<file path="src/hw/dtc_pkg.sv">
/*
  constants, field layout, register offsets and carrier types of the dual timer/counter.
  assumes a single 25 MHz clock and an AXI4-Lite master with 32-bit data.
*/
// Operation
// - timer function counts once per machine cycle of six clocks
// - counter function samples count pin each machine cycle, counts on high then low
// - new count visible next cycle; edge takes two machine cycles
// - per timer a source select bit and a two-bit mode field
// - mode zero: 13 bits from high byte and low five bits of low byte
// - rollover of the active counter sets that timer's overflow flag
// - counting only when run bit set and hold select clear or level input high
// - setting run bit resumes counting without touching count bytes
// - hold select at mode bit seven for timer one, bit three for timer zero
// - mode one: like mode zero but all sixteen bits count
// - mode two: low byte counts, overflow reloads it from high byte
// - timer one in mode three stops and holds, like run bit cleared
// - timer zero mode three: low byte is own 8-bit counter with timer zero controls
// - timer zero mode three: high byte counts cycles, uses timer one run and flag
// - then timer one runs by leaving mode three; overflow goes to serial tick and toggle output, not its flag
// - toggle enable set: count pin output inverts at every overflow
// - toggle turned on: pin output is one until first overflow
package dtc_pkg;

  // ------------------------------------------------------------
  // timing
  // ------------------------------------------------------------
  localparam int unsigned CLK_PERIOD_NS = 40;
  localparam logic [2:0] MC_CLOCKS = 3'h6;
  localparam logic [2:0] MC_LAST = MC_CLOCKS - 3'h1;

  // ------------------------------------------------------------
  // register offsets (byte addresses)
  // ------------------------------------------------------------
  localparam int AXI_ADDR_W = 8;
  localparam logic [7:0] OFS_MODE = 8'h00;
  localparam logic [7:0] OFS_CTRL = 8'h04;
  localparam logic [7:0] OFS_T0LO = 8'h08;
  localparam logic [7:0] OFS_T0HI = 8'h0C;
  localparam logic [7:0] OFS_T1LO = 8'h10;
  localparam logic [7:0] OFS_T1HI = 8'h14;
  localparam logic [7:0] OFS_PORTCFG = 8'h18;
  localparam logic [7:0] OFS_INTSTAT = 8'h1C;
  localparam logic [7:0] OFS_INTMASK = 8'h20;

  // ------------------------------------------------------------
  // field positions
  // ------------------------------------------------------------
  localparam int MODE0_LSB = 0;
  localparam int SRC0_BIT = 2;
  localparam int HOLD0_BIT = 3;
  localparam int MODE1_LSB = 4;
  localparam int SRC1_BIT = 6;
  localparam int HOLD1_BIT = 7;
  localparam int RUN0_BIT = 4;
  localparam int OVF0_BIT = 5;
  localparam int RUN1_BIT = 6;
  localparam int OVF1_BIT = 7;
  localparam int TOG0_BIT = 0;
  localparam int TOG1_BIT = 1;
  localparam int INT_T0_BIT = 0;
  localparam int INT_T1_BIT = 1;

  // ------------------------------------------------------------
  // reset values and responses
  // ------------------------------------------------------------
  localparam logic [7:0] RST_BYTE = 8'h00;
  localparam logic [1:0] RESP_OKAY = 2'h0;
  localparam logic [1:0] RESP_SLVERR = 2'h2;

  // ------------------------------------------------------------
  // types
  // ------------------------------------------------------------
  typedef enum logic [1:0] {
    MODE_13BIT = 2'h0,
    MODE_16BIT = 2'h1,
    MODE_RELOAD = 2'h2,
    MODE_SPLIT = 2'h3
  } dtc_mode_t;

  typedef struct packed {
    logic [7:0] awaddr;
    logic awvalid;
    logic [31:0] wdata;
    logic [3:0] wstrb;
    logic wvalid;
    logic bready;
    logic [7:0] araddr;
    logic arvalid;
    logic rready;
  } dtc_axi_req_t;

  typedef struct packed {
    logic awready;
    logic wready;
    logic bvalid;
    logic [1:0] bresp;
    logic arready;
    logic rvalid;
    logic [31:0] rdata;
    logic [1:0] rresp;
  } dtc_axi_rsp_t;

  typedef struct packed {
    logic sync1;
    logic sync2;
    logic sample;
  } dtc_sync_t;

  typedef struct packed {
    logic [2:0] prescale;
    logic [7:0] timerMode;
    logic run0;
    logic run1;
    logic ovf0;
    logic ovf1;
    logic [7:0] t0Lo;
    logic [7:0] t0Hi;
    logic [7:0] t1Lo;
    logic [7:0] t1Hi;
    logic tog0En;
    logic tog1En;
    logic pinOut0;
    logic pinOut1;
    logic pinOeN0;
    logic pinOeN1;
    logic serialTick;
    logic [1:0] intStatus;
    logic [1:0] intMask;
    logic irq;
    dtc_axi_rsp_t rsp;
    logic awHeld;
    logic wHeld;
    logic [7:0] awAddr;
    logic [31:0] wData;
    logic [3:0] wStrb;
  } dtc_state_t;

endpackage

</file>
<file path="src/hw/dtc_timer_top.sv">
/*
  dual timer/counter with overflow toggle outputs and an AXI4-Lite register slave.
  assumes pins are asynchronous to mclk; count pins are resolved outside from out/oeN.
*/
`timescale 1ns/1ns
module dtc_timer_top (
  input wire logic mclk,
  input wire logic rst,
  input dtc_pkg::dtc_axi_req_t axiReq,
  output dtc_pkg::dtc_axi_rsp_t axiRsp,
  input wire logic countPin0In,
  output logic countPin0Out,
  output logic countPin0OeN,
  input wire logic countPin1In,
  output logic countPin1Out,
  output logic countPin1OeN,
  input wire logic levelIn0,
  input wire logic levelIn1,
  output logic irq,
  output logic timer1OverflowTick
);
  import dtc_pkg::*;

  dtc_state_t st_reg;
  dtc_state_t st_next;

  logic tick;
  logic fall0;
  logic fall1;
  logic lvl0;
  logic lvl1;
  dtc_mode_t mode0;
  dtc_mode_t mode1;
  logic t0Split;
  logic en0;
  logic en1;
  logic fire0;
  logic fire1;
  logic fireHi;
  logic [8:0] lo0Inc;
  logic [8:0] hiInc;
  logic [16:0] count0;
  logic [16:0] count1;
  logic ovf0Ev;
  logic ovf1Ev;
  logic hiOvf;
  logic flag1Set;
  logic wrFire;
  logic wrEn;
  logic [32:0] wrInfo;
  logic [32:0] rdInfo;
  logic wrMode;
  logic wrCtrl;
  logic wrT0Lo;
  logic wrT0Hi;
  logic wrT1Lo;
  logic wrT1Hi;
  logic wrPort;
  logic wrStat;
  logic wrMask;
  logic wr0;
  logic wr1;

  // ------------------------------------------------------------
  // pin sampling
  // ------------------------------------------------------------
  dtc_edge_sync uSyncCount0 (.mclk(mclk), .rst(rst), .pinIn(countPin0In), .sampleTick(tick), .level(), .fall(fall0));
  dtc_edge_sync uSyncCount1 (.mclk(mclk), .rst(rst), .pinIn(countPin1In), .sampleTick(tick), .level(), .fall(fall1));
  dtc_edge_sync uSyncLevel0 (.mclk(mclk), .rst(rst), .pinIn(levelIn0), .sampleTick(tick), .level(lvl0), .fall());
  dtc_edge_sync uSyncLevel1 (.mclk(mclk), .rst(rst), .pinIn(levelIn1), .sampleTick(tick), .level(lvl1), .fall());

  // ------------------------------------------------------------
  // helpers
  // ------------------------------------------------------------
  function automatic logic [16:0] stepCount(input dtc_mode_t mode, input logic [7:0] hi, input logic [7:0] lo);
    logic [13:0] v13;
    logic [16:0] v16;
    logic [8:0] v8;
    v13 = {1'b0, hi, lo[4:0]} + 14'h1;
    v16 = {1'b0, hi, lo} + 17'h1;
    v8 = {1'b0, lo} + 9'h1;
    stepCount = {1'b0, hi, lo};
    unique case (mode)
      // 13-bit count, upper low bits untouched
      MODE_13BIT: stepCount = {v13[13], v13[12:5], lo[7:5], v13[4:0]};
      MODE_16BIT: stepCount = v16;
      MODE_RELOAD: stepCount = {v8[8], hi, v8[8] ? hi : v8[7:0]};
      MODE_SPLIT: stepCount = {1'b0, hi, lo};
    endcase
  endfunction

  function automatic logic [32:0] readReg(input logic [7:0] addr, input dtc_state_t s);
    logic [31:0] d;
    logic hit;
    d = 32'h0;
    hit = 1'b1;
    case (addr)
      OFS_MODE: d[7:0] = s.timerMode;
      OFS_CTRL:
      begin
        d[RUN0_BIT] = s.run0;
        d[OVF0_BIT] = s.ovf0;
        d[RUN1_BIT] = s.run1;
        d[OVF1_BIT] = s.ovf1;
      end
      OFS_T0LO: d[7:0] = s.t0Lo;
      OFS_T0HI: d[7:0] = s.t0Hi;
      OFS_T1LO: d[7:0] = s.t1Lo;
      OFS_T1HI: d[7:0] = s.t1Hi;
      OFS_PORTCFG:
      begin
        d[TOG0_BIT] = s.tog0En;
        d[TOG1_BIT] = s.tog1En;
      end
      OFS_INTSTAT: d[1:0] = s.intStatus;
      OFS_INTMASK: d[1:0] = s.intMask;
      default: hit = 1'b0;
    endcase
    readReg = {hit, d};
  endfunction

  // ------------------------------------------------------------
  // count enables
  // ------------------------------------------------------------
  // machine cycle tick
  assign tick = (st_reg.prescale == MC_LAST);
  assign mode0 = dtc_mode_t'(st_reg.timerMode[MODE0_LSB +: 2]);
  assign mode1 = dtc_mode_t'(st_reg.timerMode[MODE1_LSB +: 2]);
  assign t0Split = (mode0 == MODE_SPLIT);
  assign en0 = st_reg.run0 & (~st_reg.timerMode[HOLD0_BIT] | lvl0);
  // timer one stops in mode three
  assign en1 = st_reg.run1 & (~st_reg.timerMode[HOLD1_BIT] | lvl1) & (mode1 != MODE_SPLIT);
  assign fire0 = tick & en0 & (st_reg.timerMode[SRC0_BIT] ? fall0 : 1'b1);
  assign fire1 = tick & en1 & (st_reg.timerMode[SRC1_BIT] ? fall1 : 1'b1);
  // high byte counts cycles on timer one run
  assign fireHi = t0Split & tick & st_reg.run1;
  assign lo0Inc = {1'b0, st_reg.t0Lo} + 9'h1;
  assign hiInc = {1'b0, st_reg.t0Hi} + 9'h1;
  assign count0 = stepCount(mode0, st_reg.t0Hi, st_reg.t0Lo);
  assign count1 = stepCount(mode1, st_reg.t1Hi, st_reg.t1Lo);
  assign ovf0Ev = fire0 & (t0Split ? lo0Inc[8] : count0[16]);
  assign ovf1Ev = fire1 & count1[16];
  assign hiOvf = fireHi & hiInc[8];
  // timer one overflow loses its flag in split mode
  assign flag1Set = t0Split ? hiOvf : ovf1Ev;

  // ------------------------------------------------------------
  // register decode
  // ------------------------------------------------------------
  assign wrFire = st_reg.awHeld & st_reg.wHeld & ~st_reg.rsp.bvalid;
  assign wrInfo = readReg(st_reg.awAddr, st_reg);
  assign rdInfo = readReg(axiReq.araddr, st_reg);
  assign wrEn = wrFire & st_reg.wStrb[0];
  assign wrMode = wrEn & (st_reg.awAddr == OFS_MODE);
  assign wrCtrl = wrEn & (st_reg.awAddr == OFS_CTRL);
  assign wrT0Lo = wrEn & (st_reg.awAddr == OFS_T0LO);
  assign wrT0Hi = wrEn & (st_reg.awAddr == OFS_T0HI);
  assign wrT1Lo = wrEn & (st_reg.awAddr == OFS_T1LO);
  assign wrT1Hi = wrEn & (st_reg.awAddr == OFS_T1HI);
  assign wrPort = wrEn & (st_reg.awAddr == OFS_PORTCFG);
  assign wrStat = wrEn & (st_reg.awAddr == OFS_INTSTAT);
  assign wrMask = wrEn & (st_reg.awAddr == OFS_INTMASK);
  assign wr0 = wrT0Lo | wrT0Hi | wrMode;
  assign wr1 = wrT1Lo | wrT1Hi | wrMode;

  // ------------------------------------------------------------
  // next state
  // ------------------------------------------------------------
  always_comb
  begin
    st_next = st_reg;
    st_next.prescale = tick ? 3'h0 : st_reg.prescale + 3'h1;
    if (axiReq.awvalid && st_reg.rsp.awready)
    begin
      st_next.awHeld = 1'b1;
      st_next.awAddr = axiReq.awaddr;
      st_next.rsp.awready = 1'b0;
    end
    if (axiReq.wvalid && st_reg.rsp.wready)
    begin
      st_next.wHeld = 1'b1;
      st_next.wData = axiReq.wdata;
      st_next.wStrb = axiReq.wstrb;
      st_next.rsp.wready = 1'b0;
    end
    if (wrFire)
    begin
      st_next.awHeld = 1'b0;
      st_next.wHeld = 1'b0;
      st_next.rsp.bvalid = 1'b1;
      st_next.rsp.bresp = wrInfo[32] ? RESP_OKAY : RESP_SLVERR;
    end
    if (st_reg.rsp.bvalid && axiReq.bready)
    begin
      st_next.rsp.bvalid = 1'b0;
      st_next.rsp.awready = 1'b1;
      st_next.rsp.wready = 1'b1;
    end
    if (axiReq.arvalid && st_reg.rsp.arready)
    begin
      st_next.rsp.arready = 1'b0;
      st_next.rsp.rvalid = 1'b1;
      st_next.rsp.rdata = rdInfo[31:0];
      st_next.rsp.rresp = rdInfo[32] ? RESP_OKAY : RESP_SLVERR;
    end
    if (st_reg.rsp.rvalid && axiReq.rready)
    begin
      st_next.rsp.rvalid = 1'b0;
      st_next.rsp.arready = 1'b1;
    end
    if (wrMode)
    begin
      st_next.timerMode = st_reg.wData[7:0];
    end
    if (wrCtrl)
    begin
      st_next.run0 = st_reg.wData[RUN0_BIT];
      st_next.run1 = st_reg.wData[RUN1_BIT];
      st_next.ovf0 = st_reg.wData[OVF0_BIT];
      st_next.ovf1 = st_reg.wData[OVF1_BIT];
    end
    if (wrPort)
    begin
      st_next.tog0En = st_reg.wData[TOG0_BIT];
      st_next.tog1En = st_reg.wData[TOG1_BIT];
    end
    if (wrMask)
    begin
      st_next.intMask = st_reg.wData[1:0];
    end
    if (t0Split)
    begin
      if (fire0)
      begin
        st_next.t0Lo = lo0Inc[7:0];
      end
      if (fireHi)
      begin
        st_next.t0Hi = hiInc[7:0];
      end
    end
    else if (fire0)
    begin
      st_next.t0Hi = count0[15:8];
      st_next.t0Lo = count0[7:0];
    end
    if (fire1)
    begin
      st_next.t1Hi = count1[15:8];
      st_next.t1Lo = count1[7:0];
    end
    if (wrT0Lo)
    begin
      st_next.t0Lo = st_reg.wData[7:0];
    end
    if (wrT0Hi)
    begin
      st_next.t0Hi = st_reg.wData[7:0];
    end
    if (wrT1Lo)
    begin
      st_next.t1Lo = st_reg.wData[7:0];
    end
    if (wrT1Hi)
    begin
      st_next.t1Hi = st_reg.wData[7:0];
    end
    // overflow sets flag, over a clear
    if (ovf0Ev)
    begin
      st_next.ovf0 = 1'b1;
    end
    // high byte drives timer one flag in split mode, else timer one overflow
    if (flag1Set)
    begin
      st_next.ovf1 = 1'b1;
    end
    st_next.intStatus = (st_reg.intStatus & ~(wrStat ? st_reg.wData[1:0] : 2'h0)) | {flag1Set, ovf0Ev};
    st_next.irq = |(st_next.intStatus & st_next.intMask);
    st_next.serialTick = ovf1Ev;
    if (st_next.tog0En && !st_reg.tog0En)
    begin
      st_next.pinOut0 = 1'b1;
    end
    else if (st_reg.tog0En && ovf0Ev)
    begin
      st_next.pinOut0 = ~st_reg.pinOut0;
    end
    if (st_next.tog1En && !st_reg.tog1En)
    begin
      st_next.pinOut1 = 1'b1;
    end
    else if (st_reg.tog1En && ovf1Ev)
    begin
      st_next.pinOut1 = ~st_reg.pinOut1;
    end
    st_next.pinOeN0 = ~st_next.tog0En;
    st_next.pinOeN1 = ~st_next.tog1En;
  end

  always_ff @(posedge mclk or posedge rst)
  begin
    if (rst)
    begin
      st_reg <= '0;
      st_reg.rsp.awready <= 1'b1;
      st_reg.rsp.wready <= 1'b1;
      st_reg.rsp.arready <= 1'b1;
      st_reg.pinOut0 <= 1'b1;
      st_reg.pinOut1 <= 1'b1;
      st_reg.pinOeN0 <= 1'b1;
      st_reg.pinOeN1 <= 1'b1;
    end
    else
    begin
      st_reg <= st_next;
    end
  end

  assign axiRsp = st_reg.rsp;
  assign countPin0Out = st_reg.pinOut0;
  assign countPin0OeN = st_reg.pinOeN0;
  assign countPin1Out = st_reg.pinOut1;
  assign countPin1OeN = st_reg.pinOeN1;
  assign irq = st_reg.irq;
  assign timer1OverflowTick = st_reg.serialTick;
endmodule

</file>
<file path="src/hw/dtc_edge_sync.sv">
/*
  two-flop synchroniser with a once-per-machine-cycle sample and falling edge detect.
  assumes sampleTick is a one-clock pulse from the same clock domain.
*/
`timescale 1ns/1ns
module dtc_edge_sync (
  input wire logic mclk,
  input wire logic rst,
  input wire logic pinIn,
  input wire logic sampleTick,
  output logic level,
  output logic fall
);
  import dtc_pkg::*;

  dtc_sync_t st_reg;
  dtc_sync_t st_next;

  // ------------------------------------------------------------
  // sampling
  // ------------------------------------------------------------
  always_comb
  begin
    st_next = st_reg;
    st_next.sync1 = pinIn;
    st_next.sync2 = st_reg.sync1;
    if (sampleTick)
    begin
      st_next.sample = st_reg.sync2;
    end
  end

  always_ff @(posedge mclk or posedge rst)
  begin
    if (rst)
    begin
      st_reg <= '0;
    end
    else
    begin
      st_reg <= st_next;
    end
  end

  assign level = st_reg.sync2;
  assign fall = sampleTick & st_reg.sample & ~st_reg.sync2;

endmodule

</file>
<file path="config.mk">
export PLATFORM = sky130hd
export DESIGN_NAME = dtc_timer_top
export DESIGN_NICKNAME = d
export VERILOG_FILES = /design/src/hw/dtc_pkg.sv /design/src/hw/dtc_timer_top.sv /design/src/hw/dtc_edge_sync.sv
export SDC_FILE = /design/constraint.sdc
export NUM_CORES = 1
export LEC_CHECK = 0
export ABC_AREA = 1
export BUFFER_PORTS_ARGS = -buffer_cell sky130_fd_sc_hd__buf_2
export CORE_MARGIN = 4
export CORE_UTILIZATION = 55
export DETAILED_ROUTE_END_ITERATION = 10
export PLACE_DENSITY = 0.9
export REMOVE_ABC_BUFFERS = 1
export SETUP_SLACK_MARGIN = 0.2
export SLEW_MARGIN = 20
export SYNTH_ARGS = -nofsm -noshare
export SYNTH_HDL_FRONTEND = slang
export SYNTH_SLANG_ARGS = --single-unit
</file>
<file path="constraint.sdc">
create_clock -name mclk -period 4 [get_ports mclk]
set_input_delay 0.8 -clock mclk [delete_from_list [all_inputs] [get_ports mclk]]
set_output_delay 0.8 -clock mclk [all_outputs]
set_load 0.005 [all_outputs]
</file>
==> results_dict.tcl <==
set metrics [dict create \
    status "finished, final reports clean" \
    gp_congestion 1.00 \
    register_area_um2 2590 \
    finalHoldViolCount 0 \
    die_area_um2 14700 \
    path_class "flip-flop to flip-flop" \
    num_vias 6659 \
    ys_dominant_reg_cell "dfrtp_1" \
    crit_chain "inv_1, ha_1, inv_1, nor2_1, nand2_1, nor2_4, nand2_1, nand3_1, o211ai_1, nand2_1" \
    fmax_mhz 458 \
    crit_family "simple AND/OR/NAND/NOR gates" \
    dp.cells 1182 \
    yosys.cell_types.count 45 \
    cts_root_buffer "clkbuf_16" \
    drv_slew 0 \
    insertion_delay_ns 0.36 \
    clock_path_buffers 2 \
    rows 41 \
    portBuffers 56 \
    synth_top_area_share_pct 34.1 \
    relSlewSlack_pct 54.9 \
    grt_remaining_overflow 0 \
    fin_skew_ns 0.0117 \
    cp.required_ns 4.29 \
    drv_cap 0 \
    grt_use_total_pct 26.9 \
    totalWireLength_mm 19.1 \
    finalSetupViolations 0 \
    nets 1091 \
    synth_edf_count 0 \
    rsz0062_at_grt "no" \
    avgSynthCellArea_um2 7.12 \
    vias_per_cell 5.56 \
    finalCritPeriodShare_pct 54.6 \
    antenna_found_initial 0 \
    worst_path_largest_cell_delay_ns 0.47 \
    antenna_left 0 \
    coreArea_um2 12600 \
    fin_crit_ns 2.19 \
    cts.sink_count 103 \
    largest_reg_flops 68 \
    first_pass_iters 6 \
    syn_inst 990 \
    hp-class "flip-flop to flip-flop" \
    grt_max_degree 57 \
    powerDensity_nw_per_um2 431 \
    io_pins 110 \
    ys_top_cells_by_area "dfrtp_1 (34%), nand2_1 (14%), inv_1 (6.4%), nand3_1 (5.4%), o21ai_0 (4.8%)" \
    cp_max_fo 8 \
    synth-seq-cells 103 \
    crit_path_frequent_cell "nand2_1" \
    cts_setup_buffers 0 \
    die_x_um 121 \
    critPathSlowestCell "ha_1" \
    synth_area_leader_cell "dfrtp_1" \
    detail_route.wl_per_cell_um 15.9 \
    drc 0 \
    floorplan.initialDensity_pct 56.1 \
    power_leakage_nw 3.90 \
    drive_above_1_share_pct 14.6 \
    grt_pass1_wl_mm 31.0 \
    final_cell_count_no_fill 1198 \
    area_delta_synth_final_pct 6.94 \
    cts_tree "yes" \
    cts.htree.levels 3 \
    hold_buffers 0 \
    grt_pass1_vias 6206 \
    cp.arrival_ns 2.47 \
    drtIter0Drc 846 \
    fillers 1146 \
    die_h_um 121 \
    ys.warnings.count 0 \
    async_flop_share_pct 100 \
    diodes 0 \
    path_clk_slew_ns 0.07 \
    critPathCaptureType "flip-flop" \
    multi_input_area_um2 3630 \
    worst-path-buf-inv 2 \
    setup_tns_ns 0 \
    netlist_area_um2 7050 \
    ir_worst_vdd_uv 311 \
    cts_resized 0 \
    tightest_slew_ns 0.673 \
    cts_buffers 9 \
    dp_hpwl_mm 14.7 \
    synth-seq-area-share_pct 36.7 \
    critical_path.startpoint_type "flip-flop" \
]
## Yosys cell counts (8+ instances only)
cell,count
nor2_1,75
o21ai_0,68
xor2_1,15
o211ai_1,10
nor2_4,8
inv_2,11
o22ai_1,11
inv_1,120
dfrtp_1,96
buf_2,12
nand2_2,12
nand2_1,259
o21ai_1,42
a21oi_1,36
nand4_1,11
buf_4,45
nand3_1,76
nor2_2,11
## logic make-up (layout without fill, tap and decap cells)
logic type | count (synthesis) | in the layout | share of synthesized area [%]
AO/OA/AOI/OAI | 180 | 180 | 14.0
XOR/XNOR | 16 | 16 | 1.99
adder cells (fa/ha/maj) | 7 | 7 | 1.24
buffers and inverters | 197 | 208 | 13.1
flip-flops | 103 | 103 | 36.7
other | 1 | 26 | 0.0532
AND/OR/NAND/NOR | 486 | 486 | 32.9
## layer usage
metal  vias to the layer above  part of all wire, %  GRT usage [%]
li1                       3186                    -              -
met1                      3059                   41           36.5
met2                       348                   45           40.8
met3                        66                   10           6.67
met4                         0                  3.9           12.1
met5                         -                    0              0
## through the flow
stage	util (%)	total power [mW]	setup WS (ns)	hold slack [ns]	area, um2
3_3_place_gp	57.7	2.31	1.90	0.333	7250
2_1_floorplan	-	2.00	0.508	0.331	6730
6_report	60.0	3.25	1.81	0.358	7540
5_1_grt	60.0	3.43	1.63	0.372	7540
4_1_cts	60.0	3.25	1.89	0.362	7540
3_5_place_dp	57.7	2.36	1.84	0.343	7250
## cells in the final DEF, fill, tap and decap left out, drive strengths merged, types with 2 or more instances in the layout
master | Yosys | final
o211ai | 10 | 10
nand4 | 14 | 14
xor2 | 15 | 15
a21oi | 38 | 38
nor2 | 99 | 99
buf | 58 | 57
ha | 7 | 7
a31oi | 2 | 2
inv | 131 | 131
clkinv | 4 | 6
dfstp | 7 | 7
o22ai | 11 | 11
nor3 | 10 | 10
dfrtp | 96 | 96
clkbuf | 4 | 13
nand3 | 82 | 82
o21ai | 113 | 113
nand3b | 3 | 3
nand2 | 278 | 278
conb | 1 | 26
## path summary, 6_finish.rpt
path	endpoint	depth (start not counted)	slack, ns	startpoint
setup / recovery	st_reg[127]	10	1.81	mode0[1]
hold / removal	uSyncLevel0.level	0	0.36	uSyncLevel0.st_next[1]
setup reg to reg	st_reg[127]	10	1.81	mode0[1]
hold reg to reg	uSyncLevel0.level	0	0.36	uSyncLevel0.st_next[1]
max in group asynchronous	axiRsp[40]	3	2.70	rst
min in group asynchronous	st_reg[144]	2	0.53	rst
## power by group
part           leakage (nW)  internal (mW)  total (mW)  switching [mW]
sequential             1.33           1.27        1.53           0.256
clock                 0.144          0.504       0.891           0.387
combinational          2.43          0.269       0.833           0.564
## cell type report
| class | instances | area share, % |
|---|---|---|
| clock buffer | 13 | 3.32 |
| clock inverter | 3 | 0.581 |
| inverter | 135 | 6.77 |
| multi-input combinational | 715 | 48.2 |
| sequential | 103 | 34.3 |
| tap | 172 | 2.85 |
| timing repair buffer | 57 | 3.98 |
## worst register-to-register path, delay by kind of cell (launching register included)
family,cells,cell delay (ns)
and+or+nand+nor,6,0.81
adders and majority gates,1,0.47
DFF,1,0.46
buffers and inverters,2,0.24
AOI/OAI and AO/OA,1,0.14
No activity file was read; power rests on OpenSTA's default activity.
